==> src/inc/udbc_pkg.sv <==
// Constants, state types and register layout of the serial data/baud/control block.
// Assumes a single pclk domain and an APB master with 32-bit data.
package udbc_pkg;

    // Register byte offsets
    localparam logic [7:0] UDBC_OFF_FLAGS   = 8'h00;
    localparam logic [7:0] UDBC_OFF_DATA    = 8'h04;
    localparam logic [7:0] UDBC_OFF_BAUD    = 8'h08;
    localparam logic [7:0] UDBC_OFF_CTL     = 8'h0C;
    localparam logic [7:0] UDBC_OFF_AUX     = 8'h14;
    localparam logic [7:0] UDBC_OFF_EV_STAT = 8'h18;
    localparam logic [7:0] UDBC_OFF_EV_MASK = 8'h1C;

    // Status flag positions
    localparam int UDBC_FLG_PARITY  = 0;
    localparam int UDBC_FLG_FRAME   = 1;
    localparam int UDBC_FLG_NOISE   = 2;
    localparam int UDBC_FLG_OVERRUN = 3;
    localparam int UDBC_FLG_IDLE    = 4;
    localparam int UDBC_FLG_RX_FULL = 5;
    localparam int UDBC_FLG_TX_DONE = 6;
    localparam int UDBC_FLG_TX_FREE = 7;

    // control_one positions
    localparam int UDBC_CTL_UNIT_EN  = 13;
    localparam int UDBC_CTL_NINE     = 12;
    localparam int UDBC_CTL_WAKE_ADR = 11;
    localparam int UDBC_CTL_PAR_EN   = 10;
    localparam int UDBC_CTL_PAR_ODD  = 9;
    localparam int UDBC_CTL_PAR_IRQ  = 8;
    localparam int UDBC_CTL_TX_EN    = 3;
    localparam int UDBC_CTL_RX_EN    = 2;
    localparam int UDBC_CTL_SILENT   = 1;

    // aux_control and event positions
    localparam int UDBC_AUX_ERR_IRQ = 0;
    localparam int UDBC_AUX_MULTBUF = 1;
    localparam int UDBC_EV_PARITY   = 0;
    localparam int UDBC_EV_FRAME    = 1;
    localparam int UDBC_EV_RX_FULL  = 2;
    localparam int UDBC_EV_TX_DONE  = 3;

    // Reset values
    localparam logic [7:0]  UDBC_FLAGS_RST = 8'hC0;
    localparam logic [15:0] UDBC_BAUD_RST  = 16'h0000;

    // Oversampling: 16 ticks a bit, majority of ticks 7..9
    localparam logic [16:0] UDBC_ACC_STEP   = 17'h00010;
    localparam logic [15:0] UDBC_DIV_MIN    = 16'h0010;
    localparam logic [3:0]  UDBC_TICK_LAST  = 4'hF;
    localparam logic [3:0]  UDBC_SMP_FIRST  = 4'h7;
    localparam logic [3:0]  UDBC_SMP_LAST   = 4'h9;
    localparam logic [3:0]  UDBC_LAST_BIT_8 = 4'h7;
    localparam logic [3:0]  UDBC_LAST_BIT_9 = 4'h8;
    localparam logic [7:0]  UDBC_IDLE_8     = 8'hA0;
    localparam logic [7:0]  UDBC_IDLE_9     = 8'hB0;

    typedef enum logic [1:0] {TX_IDLE, TX_START, TX_DATA, TX_STOP} udbc_tx_st_t;
    typedef enum logic [1:0] {RX_IDLE, RX_START, RX_DATA, RX_STOP} udbc_rx_st_t;

    typedef struct packed {
        logic [31:0] prdata;
        logic        irq;
        logic [15:0] baud;
        logic [13:0] ctl;
        logic [1:0]  aux;
        logic [7:0]  flags;
        logic [6:0]  armed;
        logic [3:0]  ev_stat;
        logic [3:0]  ev_mask;
        logic [8:0]  rx_hold;
        logic [8:0]  tx_hold;
        logic [16:0] acc;
        udbc_tx_st_t tx_st;
        logic [3:0]  tx_tick;
        logic [3:0]  tx_bit;
        logic [8:0]  tx_shift;
        logic        tx_par;
        logic        tx_par_en;
        logic        tx_nine;
        logic        tx_low;
        udbc_rx_st_t rx_st;
        logic [3:0]  rx_tick;
        logic [3:0]  rx_bit;
        logic [8:0]  rx_shift;
        logic [2:0]  rx_smp;
        logic        rx_noise;
        logic        rx_par_en;
        logic        rx_odd;
        logic        rx_nine;
        logic [7:0]  idle_cnt;
        logic        idle_arm;
    } udbc_state_t;

    localparam udbc_state_t UDBC_STATE_RST = udbc_state_t'(0);

endpackage

==> src/rtl/udbc_core.sv <==
// Serial transceiver with APB registers: flags, data window, baud divider, control.
// Assumes APB master on pclk; rxd already synchronous to pclk.
// What this block does
// - Set frame flag on bad stop; noise sets the noise flag
// - Flag read then data read clears frame flag
// - Frame interrupt only with multibuffer and enable
// - Set parity flag on received parity mismatch
// - Flag read then data read clears parity
// - Parity flag raises interrupt when enabled
// - Nine-bit window: read receive, write transmit
// - Divider integer part from bits 15..4
// - Divider fraction from bits 3..0
// - Disable takes effect after current byte
// - Word length bit selects 9 or 8 bits
// - Silent mode wakes by address or idle
// - Parity enable inserts and checks parity bit
// - Parity enable change applies next byte
// - Parity select: zero even, one odd
// - Receiver enable starts start-bit search
`timescale 1ns/1ps
module udbc_core
    import udbc_pkg::*;
(
    // Clock and reset
    input  wire logic        pclk,
    input  wire logic        presetn,
    // APB slave
    input  wire logic        psel,
    input  wire logic        penable,
    input  wire logic        pwrite,
    input  wire logic [7:0]  paddr,
    input  wire logic [31:0] pwdata,
    output logic      [31:0] prdata,
    output logic             pready,
    output logic             pslverr,
    // Serial line
    input  wire logic        rxd,
    output logic             txd,
    // Interrupt
    output logic             irq
);

    udbc_state_t s_r;
    udbc_state_t s_nxt;
    logic        run;
    logic        tick;
    logic [16:0] acc_sum;
    logic        setup;
    logic        access;
    logic        mapped;
    logic [31:0] rd_mux;
    logic        tx_bitval;
    logic [3:0]  tx_last;
    logic [3:0]  rx_last;
    logic        maj;
    logic        noisy;
    logic        rx_deliver;
    logic        rx_bad_stop;
    logic        rx_perr;
    logic        accept;
    logic [8:0]  rx_data;
    logic [7:0]  idle_lim;

    assign setup   = psel & ~penable;
    assign access  = psel & penable;
    assign pready  = 1'b1;
    assign pslverr = access & ~mapped;
    assign prdata  = s_r.prdata;
    assign txd     = ~s_r.tx_low;
    assign irq     = s_r.irq;

    always_comb begin
        mapped = 1'b1;
        rd_mux = 32'h0000_0000;
        case (paddr)
            UDBC_OFF_FLAGS:   rd_mux = {24'h000000, s_r.flags};
            UDBC_OFF_DATA:    rd_mux = {23'h000000, s_r.rx_hold};
            UDBC_OFF_BAUD:    rd_mux = {16'h0000, s_r.baud};
            UDBC_OFF_CTL:     rd_mux = {18'h00000, s_r.ctl};
            UDBC_OFF_AUX:     rd_mux = {30'h00000000, s_r.aux};
            UDBC_OFF_EV_STAT: rd_mux = {28'h0000000, s_r.ev_stat};
            UDBC_OFF_EV_MASK: rd_mux = {28'h0000000, s_r.ev_mask};
            default:          mapped = 1'b0;
        endcase
    end

    always_comb begin
        s_nxt       = s_r;
        rx_deliver  = 1'b0;
        rx_bad_stop = 1'b0;
        accept      = 1'b0;
        maj = (s_r.rx_smp[0] & s_r.rx_smp[1]) | (s_r.rx_smp[1] & s_r.rx_smp[2])
            | (s_r.rx_smp[0] & s_r.rx_smp[2]);
        noisy   = ~(&s_r.rx_smp) & (|s_r.rx_smp);
        rx_data = s_r.rx_nine ? s_r.rx_shift : {1'b0, s_r.rx_shift[8:1]};
        rx_perr = s_r.rx_par_en & ((^rx_data) ^ s_r.rx_odd);
        tx_last = s_r.tx_nine ? UDBC_LAST_BIT_9 : UDBC_LAST_BIT_8;
        rx_last = s_r.rx_nine ? UDBC_LAST_BIT_9 : UDBC_LAST_BIT_8;
        idle_lim = s_r.ctl[UDBC_CTL_NINE] ? UDBC_IDLE_9 : UDBC_IDLE_8;
        tx_bitval = 1'b1;

        // Fractional divider in sixteenths of a clock; below 1.0 it stays idle
        run = s_r.ctl[UDBC_CTL_UNIT_EN] | (s_r.tx_st != TX_IDLE)
            | (s_r.rx_st != RX_IDLE);
        acc_sum = s_r.acc + UDBC_ACC_STEP;
        tick = run && (s_r.baud >= UDBC_DIV_MIN) && (acc_sum >= {1'b0, s_r.baud});
        if (!run || s_r.baud < UDBC_DIV_MIN) begin
            s_nxt.acc = 17'h00000;
        end else if (tick) begin
            s_nxt.acc = acc_sum - {1'b0, s_r.baud};
        end else begin
            s_nxt.acc = acc_sum;
        end

        // Bus side first, so hardware sets below win over clears
        if (setup && !pwrite) begin
            s_nxt.prdata = rd_mux;
        end
        if (access && !pwrite) begin
            case (paddr)
                UDBC_OFF_FLAGS: s_nxt.armed = s_r.prdata[6:0];
                UDBC_OFF_DATA: begin
                    // Only flags 4..0 seen by the flag read are cleared; receive-full always clears
                    s_nxt.flags[4:0] = s_r.flags[4:0] & ~s_r.armed[4:0];
                    s_nxt.flags[UDBC_FLG_RX_FULL] = 1'b0;
                    s_nxt.armed = 7'h00;
                end
                UDBC_OFF_EV_STAT: s_nxt.ev_stat = s_r.ev_stat & ~s_r.prdata[3:0];
                default: ;
            endcase
        end
        if (access && pwrite) begin
            case (paddr)
                UDBC_OFF_FLAGS: begin
                    if (!pwdata[UDBC_FLG_RX_FULL]) s_nxt.flags[UDBC_FLG_RX_FULL] = 1'b0;
                    if (!pwdata[UDBC_FLG_TX_DONE]) s_nxt.flags[UDBC_FLG_TX_DONE] = 1'b0;
                end
                UDBC_OFF_DATA: begin
                    s_nxt.tx_hold = pwdata[8:0];
                    s_nxt.flags[UDBC_FLG_TX_FREE] = 1'b0;
                    if (s_r.armed[UDBC_FLG_TX_DONE]) s_nxt.flags[UDBC_FLG_TX_DONE] = 1'b0;
                    s_nxt.armed = 7'h00;
                end
                UDBC_OFF_BAUD: s_nxt.baud = pwdata[15:0];
                UDBC_OFF_CTL: begin
                    s_nxt.ctl = pwdata[13:0];
                    // Address-mark wakeup: silent bit locked while data waits
                    if (s_r.ctl[UDBC_CTL_WAKE_ADR] && s_r.flags[UDBC_FLG_RX_FULL])
                        s_nxt.ctl[UDBC_CTL_SILENT] = s_r.ctl[UDBC_CTL_SILENT];
                end
                UDBC_OFF_AUX:     s_nxt.aux = pwdata[1:0];
                UDBC_OFF_EV_MASK: s_nxt.ev_mask = pwdata[3:0];
                default: ;
            endcase
        end

        // Transmitter
        case (s_r.tx_st)
            TX_IDLE: begin
                s_nxt.tx_low = 1'b0;
                if (s_r.ctl[UDBC_CTL_UNIT_EN] && s_r.ctl[UDBC_CTL_TX_EN]
                    && !s_r.flags[UDBC_FLG_TX_FREE]
                    && !(access && pwrite && paddr == UDBC_OFF_DATA)) begin
                    s_nxt.tx_shift  = s_r.tx_hold;
                    s_nxt.flags[UDBC_FLG_TX_FREE] = 1'b1;
                    s_nxt.tx_nine   = s_r.ctl[UDBC_CTL_NINE];
                    s_nxt.tx_par_en = s_r.ctl[UDBC_CTL_PAR_EN];
                    s_nxt.tx_par    = s_r.ctl[UDBC_CTL_PAR_ODD];
                    s_nxt.tx_tick   = 4'h0;
                    s_nxt.tx_bit    = 4'h0;
                    s_nxt.tx_low    = 1'b1;
                    s_nxt.tx_st     = TX_START;
                end
            end
            TX_START, TX_DATA: begin
                if (tick) begin
                    s_nxt.tx_tick = s_r.tx_tick + 4'h1;
                    if (s_r.tx_tick == UDBC_TICK_LAST) begin
                        if (s_r.tx_st == TX_DATA && s_r.tx_bit == tx_last) begin
                            s_nxt.tx_st  = TX_STOP;
                            s_nxt.tx_low = 1'b0;
                        end else begin
                            if (s_r.tx_st == TX_DATA) begin
                                s_nxt.tx_bit   = s_r.tx_bit + 4'h1;
                                s_nxt.tx_shift = {1'b0, s_r.tx_shift[8:1]};
                            end
                            tx_bitval = s_nxt.tx_shift[0];
                            if (s_r.tx_par_en && s_nxt.tx_bit == tx_last) begin
                                tx_bitval = s_r.tx_par;
                            end else begin
                                s_nxt.tx_par = s_r.tx_par ^ s_nxt.tx_shift[0];
                            end
                            s_nxt.tx_low = ~tx_bitval;
                            s_nxt.tx_st  = TX_DATA;
                        end
                    end
                end
            end
            TX_STOP: begin
                if (tick) begin
                    s_nxt.tx_tick = s_r.tx_tick + 4'h1;
                    if (s_r.tx_tick == UDBC_TICK_LAST) begin
                        s_nxt.tx_st = TX_IDLE;
                        if (s_nxt.flags[UDBC_FLG_TX_FREE]) begin
                            s_nxt.flags[UDBC_FLG_TX_DONE] = 1'b1;
                            s_nxt.ev_stat[UDBC_EV_TX_DONE] = 1'b1;
                        end
                    end
                end
            end
            default: s_nxt.tx_st = TX_IDLE;
        endcase

        // Receiver
        case (s_r.rx_st)
            RX_IDLE: begin
                if (s_r.ctl[UDBC_CTL_UNIT_EN] && s_r.ctl[UDBC_CTL_RX_EN]) begin
                    if (!rxd) begin
                        s_nxt.rx_st     = RX_START;
                        s_nxt.rx_tick   = 4'h0;
                        s_nxt.rx_bit    = 4'h0;
                        s_nxt.rx_noise  = 1'b0;
                        s_nxt.rx_nine   = s_r.ctl[UDBC_CTL_NINE];
                        s_nxt.rx_par_en = s_r.ctl[UDBC_CTL_PAR_EN];
                        s_nxt.rx_odd    = s_r.ctl[UDBC_CTL_PAR_ODD];
                        s_nxt.idle_cnt  = 8'h00;
                    end else if (tick && s_r.idle_cnt < idle_lim) begin
                        s_nxt.idle_cnt = s_r.idle_cnt + 8'h01;
                        if (s_nxt.idle_cnt == idle_lim) begin
                            if (s_r.idle_arm) begin
                                s_nxt.flags[UDBC_FLG_IDLE] = 1'b1;
                                s_nxt.idle_arm = 1'b0;
                            end
                            if (!s_r.ctl[UDBC_CTL_WAKE_ADR])
                                s_nxt.ctl[UDBC_CTL_SILENT] = 1'b0;
                        end
                    end
                end
            end
            RX_START, RX_DATA, RX_STOP: begin
                if (tick) begin
                    s_nxt.rx_tick = s_r.rx_tick + 4'h1;
                    if (s_r.rx_tick >= UDBC_SMP_FIRST && s_r.rx_tick <= UDBC_SMP_LAST)
                        s_nxt.rx_smp = {s_r.rx_smp[1:0], rxd};
                    if (s_r.rx_tick == UDBC_TICK_LAST) begin
                        s_nxt.rx_noise = s_r.rx_noise | noisy;
                        case (s_r.rx_st)
                            RX_START: s_nxt.rx_st = maj ? RX_IDLE : RX_DATA;
                            RX_DATA: begin
                                s_nxt.rx_shift = {maj, s_r.rx_shift[8:1]};
                                s_nxt.rx_bit   = s_r.rx_bit + 4'h1;
                                if (s_r.rx_bit == rx_last) s_nxt.rx_st = RX_STOP;
                            end
                            default: begin
                                s_nxt.rx_st = RX_IDLE;
                                rx_deliver  = 1'b1;
                                rx_bad_stop = ~maj;
                            end
                        endcase
                    end
                end
            end
            default: s_nxt.rx_st = RX_IDLE;
        endcase

        if (rx_deliver) begin
            accept = ~s_r.ctl[UDBC_CTL_SILENT];
            if (s_r.ctl[UDBC_CTL_SILENT] && s_r.ctl[UDBC_CTL_WAKE_ADR]
                && s_r.rx_shift[8]) begin
                s_nxt.ctl[UDBC_CTL_SILENT] = 1'b0;
                accept = 1'b1;
            end
        end
        if (accept) begin
            if (s_nxt.flags[UDBC_FLG_RX_FULL]) begin
                // Holding word kept; the new frame is dropped
                s_nxt.flags[UDBC_FLG_OVERRUN] = 1'b1;
            end else begin
                s_nxt.rx_hold  = rx_data;
                s_nxt.idle_arm = 1'b1;
                s_nxt.flags[UDBC_FLG_RX_FULL] = 1'b1;
                s_nxt.ev_stat[UDBC_EV_RX_FULL] = 1'b1;
                if (s_r.rx_noise | noisy) s_nxt.flags[UDBC_FLG_NOISE] = 1'b1;
                if (rx_bad_stop) begin
                    s_nxt.flags[UDBC_FLG_FRAME] = 1'b1;
                    if (s_r.aux[UDBC_AUX_ERR_IRQ] && s_r.aux[UDBC_AUX_MULTBUF])
                        s_nxt.ev_stat[UDBC_EV_FRAME] = 1'b1;
                end
                if (rx_perr) begin
                    s_nxt.flags[UDBC_FLG_PARITY] = 1'b1;
                    if (s_r.ctl[UDBC_CTL_PAR_IRQ])
                        s_nxt.ev_stat[UDBC_EV_PARITY] = 1'b1;
                end
            end
        end

        s_nxt.irq = |(s_nxt.ev_stat & s_nxt.ev_mask);
    end

    always_ff @(posedge pclk or negedge presetn) begin
        if (!presetn) begin
            s_r       <= UDBC_STATE_RST;
            s_r.flags <= UDBC_FLAGS_RST;
            s_r.baud  <= UDBC_BAUD_RST;
        end else begin
            s_r <= s_nxt;
        end
    end

    // Checking helpers: cycles between baud ticks
    logic [15:0] gap_r;
    logic        gap_ok_r;
    always_ff @(posedge pclk or negedge presetn) begin
        if (!presetn) begin
            gap_r    <= 16'h0000;
            gap_ok_r <= 1'b0;
        end else begin
            gap_r    <= tick ? 16'h0001 : gap_r + 16'h0001;
            gap_ok_r <= tick ? 1'b1 : (gap_ok_r & run & (s_nxt.baud == s_r.baud));
        end
    end
endmodule

==> config.mk <==
export PLATFORM = sky130hd
export DESIGN_NAME = udbc_core
export DESIGN_NICKNAME = d
export VERILOG_FILES = /design/src/inc/udbc_pkg.sv /design/src/rtl/udbc_core.sv
export SDC_FILE = /design/constraint.sdc
export NUM_CORES = 1
export LEC_CHECK = 0
export BUFFER_PORTS_ARGS = -buffer_cell sky130_fd_sc_hd__buf_2
export CORE_ASPECT_RATIO = 0.7
export CORE_MARGIN = 2
export CORE_UTILIZATION = 40
export DETAILED_ROUTE_END_ITERATION = 6
export PLACE_DENSITY_LB_ADDON = 0.25
export SLEW_MARGIN = 10
export SYNTH_ARGS = -nofsm -noshare
export SYNTH_HDL_FRONTEND = slang
export SYNTH_SLANG_ARGS = --single-unit
==> constraint.sdc <==
create_clock -name pclk -period 4.5 [get_ports pclk]
set_input_delay 0.9 -clock pclk [delete_from_list [all_inputs] [get_ports pclk]]
set_output_delay 0.9 -clock pclk [all_outputs]
set_load 0.005 [all_outputs]
==> results.md <==
Status:
- The run finished with clean final reports.

Floorplanning:
- The die outline width is around 190 um.
- The floorplan step defined a core boundary enclosing about 24000 sq um.
- The die is 133 um tall.
- The overall die area is roughly 25000 sq um.
- In this run the count of I/O pins placed on the die edge is between 80 and 90.
- In this run the core area contains 47 standard-cell rows.
- For this configuration, the core starts out at a cell density of just over 40%.

Yosys:
- The post-synthesis sequential area ratio is 43.1%.
- After synthesis the netlist holds a flip-flop and latch count of ~160.
- After synthesis the cells add up to around 9500 sq um.
- The Yosys step of the flow raised 0 warnings.
- The fraction of synthesized cell area taken by the top area cell type is 42.5%.
- The count of distinct cell types in the synthesized netlist is between 70 and 80.
- The largest area contributor in the synthesized netlist is sky130_fd_sc_hd__dfrtp_1.
- By area the synthesized netlist is led by sky130_fd_sc_hd__dfrtp_1, sky130_fd_sc_hd__mux2_2, sky130_fd_sc_hd__ha_1.
- The async set-or-reset flop fraction in the synthesized netlist is 100%.
- The number of synthesized flops with an enable pin is 0.
- The mean post-synth cell area is 9.45 sq um.
- The count of mapped cells out of synthesis is 1009.
- The top flip-flop cell by instance count after synthesis is sky130_fd_sc_hd__dfrtp_1.

Timing:
- The measured slew at the worst slew-check pin is a little over 1000 ps.
- Headroom to the max-slew limit came out at between 30% and 40%.
- The final critical-path share of the clock period is between 80% and 90%.
- The final count of hold timing violations is 0.
- Setup repair after global routing left no endpoint under its margin.
- Setup violations remaining at the end of the flow were counted as 0.
- The worst clock skew on the final layout is 19.7 ps.
- The sum of negative setup slack is 0 ps.
- Based on the critical path, the design can be clocked at up to between 200 and 300 MHz.
- The number of pins with negative max-slew slack in the final report is 0.
- The clock period could shrink to 3970 ps.

Cells and area:
- The multi-input combinational cells in the finished layout cover a total of ~5000 sq um.
- The finished cells cover between 10000 and 15000 sq um.
- Of the cells placed in the final design, the portion with a size suffix greater than 1 is about 16%.
- The repair_antennas step left the layout with diodes totalling 0.
- The area growth from synthesis to layout is 11.0%.
- In the final layout, flip-flops and latches occupy just over 4000 sq um.
- In the layout the commonest cells are sky130_fd_sc_hd__dfrtp_1, sky130_fd_sc_hd__nand2_1, sky130_fd_sc_hd__o21ai_0.
- The number of filler instances in the final layout is 2307.
- The net total in the final layout is ~1100.
- The commonest non-fill, non-tap cell in the layout is sky130_fd_sc_hd__dfrtp_1.

Drt:
- The final layout contains routed wiring with a total length of roughly 25000 um.
- The detailed router finished its first iteration with 562 violations.
- The DRC violation count after routing is 0.
- The routed length per placed instance is ~19 um.
- The post-detailed-route via-to-cell ratio is 5.55.
- The first detailed-routing pass ran for 5 iterations.
- The routed layout has roughly 7600 vias.
- Once detail routing completed, the nets flagged for antenna violations numbered 0.

Clocking:
- The number of buffers inserted for hold repair after clock tree synthesis is 0.
- The cell sitting at the root of the clock tree is a sky130_fd_sc_hd__clkbuf_16.
- The number of buffers created by CTS is 17.
- The clock sink count is about 160.
- The worst-case clock buffer depth is 2.
- The post-CTS setup buffer count is 0.
- TritonCTS built the clock tree.
- Clock-pin slew was measured on the worst setup and hold paths at 70 ps.
- Gates resized during post-CTS repair numbered 0.
- The H-tree depth is 4.
- Clock latency on the worst-skew pair, taken at its later pin, is between 400 and 500 ps.

Worst setup path:
- The type of destination of the critical path is a register.
- For flop-to-flop paths, the worst setup slack is 530 ps.
- On the worst path, the slowest cell contributes a delay of about 400 ps.
- The reg-to-reg critical path endpoint is s_r[112].
- The category of the critical setup timing path is reg -> reg.
- The count of cells along the worst register-to-register path is 14.
- In this run the critical register-to-register path is launched from s_r[64].
- The cell type of the slowest stage on the worst timing path is sky130_fd_sc_hd__dfrtp_1.
- The worst setup path is launched from a register.
- STA puts the critical path data required time at around 4800 ps.
- Traced cell by cell, the critical path runs through and2_1, nand4_1, nor3_1, xnor2_1, ha_1, and3_1, nor2b_1, a22oi_1, nand3_1, buf_4, o211ai_2, nor4_1, buf_4, a22o_1.
- The peak fanout along the critical path is 10.
- STA puts the critical path data arrival time at between 4000 and 5000 ps.
- The cell that appears most often on the critical path is sky130_fd_sc_hd__buf_4.

Hold path:
- The path with the worst hold slack has its endpoint at s_r[108].
- The min-delay analysis places its worst path in the category reg -> reg.
- The startpoint identified for the worst hold timing path is s_r[108].
- The number of cells on the worst hold path is 2.

Power:
- Total power for the finished layout comes to between 3 and 4 mW.
- The ratio of total power to cell area is between 200 and 300 nW/um^2.
- The worst ir drop on vdd is 266 uV.
- The static leakage is 4.88 nW.

Place:
- The HPWL reported at the end of detailed placement is 18700 um.
- At the end of routability-driven placement, the weighted congestion stood at 0.883.
- Summing all placed instances gives a cell area of around 10000 sq um.
- The count of buffers inserted at the top-level ports is 48.

GRT:
- The number of antenna violations at the first check in global routing is 0.
- The global routing usage summed across all routing layers is 20.8%.
- The via count of the first global-routing pass came to approximately 6900.
- Global routing finished with a remaining overflow of 0.
- The first global-routing pass estimated 40200 um of wire.
- The largest net degree at the start of global routing is 100.

Job:
- The number of max-capacitance violations reported is 0.
cells in the mapped netlist, types with 21 or more instances:
cell type                  number
sky130_fd_sc_hd__buf_4         35
sky130_fd_sc_hd__a31oi_1       21
sky130_fd_sc_hd__ha_1          33
sky130_fd_sc_hd__mux2_2        45
sky130_fd_sc_hd__a21oi_1       44
sky130_fd_sc_hd__clkbuf_1      28
sky130_fd_sc_hd__nand2_1      101
sky130_fd_sc_hd__inv_1         49
sky130_fd_sc_hd__nor3_1        21
sky130_fd_sc_hd__nand3_1       49
sky130_fd_sc_hd__nor2_1        69
sky130_fd_sc_hd__dfrtp_1      162
sky130_fd_sc_hd__o21ai_0       72
area by class of cell:
| class | count | area share [%] |
|---|---|---|
| Multi-Input combinational cell | 735 | 46.1 |
| Sequential cell | 164 | 38.8 |
| Clock buffer | 22 | 4.38 |
| Timing Repair Buffer | 73 | 4.22 |
| Tap cell | 318 | 3.76 |
| Inverter | 49 | 1.74 |
| Clock inverter | 10 | 1.04 |
kinds of logic (layout without fill, tap and decap cells):
logic type	after synthesis	count (layout)	synth area share [%]
adders and majority gates	35	35	4.64
AOI/OAI and AO/OA	249	249	17.4
and+or+nand+nor	331	331	17.3
muxes	66	66	7.65
other	2	17	0.0787
DFF	164	164	43.1
xor gates and xnor gates	37	37	3.40
buffers and inverters	125	154	6.52
metrics by stage:
| stage | utilization (%) | hold WS (ps) | std cells | worst slack (ps) |
|---|---|---|---|---|
| floorplan | - | 419 | 1024 | 1370 |
| global placement | 42.6 | 468 | 1339 | 693 |
| detailed placement | 42.6 | 473 | 1339 | 619 |
| CTS | 45.0 | 490 | 1371 | 621 |
| global route | 45.0 | 512 | 1371 | 209 |
| finish | 45.0 | 489 | 1371 | 525 |
worst max-delay path, delay by kind of cell (launching register included):
family | cells | cell delay, ps
compound gates | 3 | 780
flops | 1 | 400
fa+ha+maj | 1 | 330
buf+inv | 2 | 480
xor+xnor | 1 | 190
simple gates | 7 | 1690
state kept, by name, indices dropped and copies added (netlist names):
register,flops
irq,1
prdata,16
s_r,147
how the worst max path moves through the flow:
stage	end	from	depth (start not counted)
CTS	s_r[112]	s_r[64]	14
detailed placement	s_r[112]	s_r[64]	14
finish	s_r[112]	s_r[64]	14
global placement	s_r[112]	s_r[64]	14
global route	s_r[28]	s_r[64]	14
floorplan	s_r[40]	s_r[62]	14
power by group:
group	switching (mW)	internal (mW)	total (mW)
sequential	0.0302	1.51	1.54
combinational	0.106	0.0575	0.164
clock	0.645	0.807	1.45
routing by layer:
| metal | part of all wire [%] | routed length (um) | global-route usage, % |
|---|---|---|---|
| met1 | 53 | 13500 | 33.7 |
| met5 | 0 | 0 | 0 |
| met2 | 41 | 10400 | 28.2 |
| met4 | 0.83 | 211 | 3.99 |
| met3 | 5.2 | 1320 | 4.21 |
No activity file was read; power rests on OpenSTA's default activity.
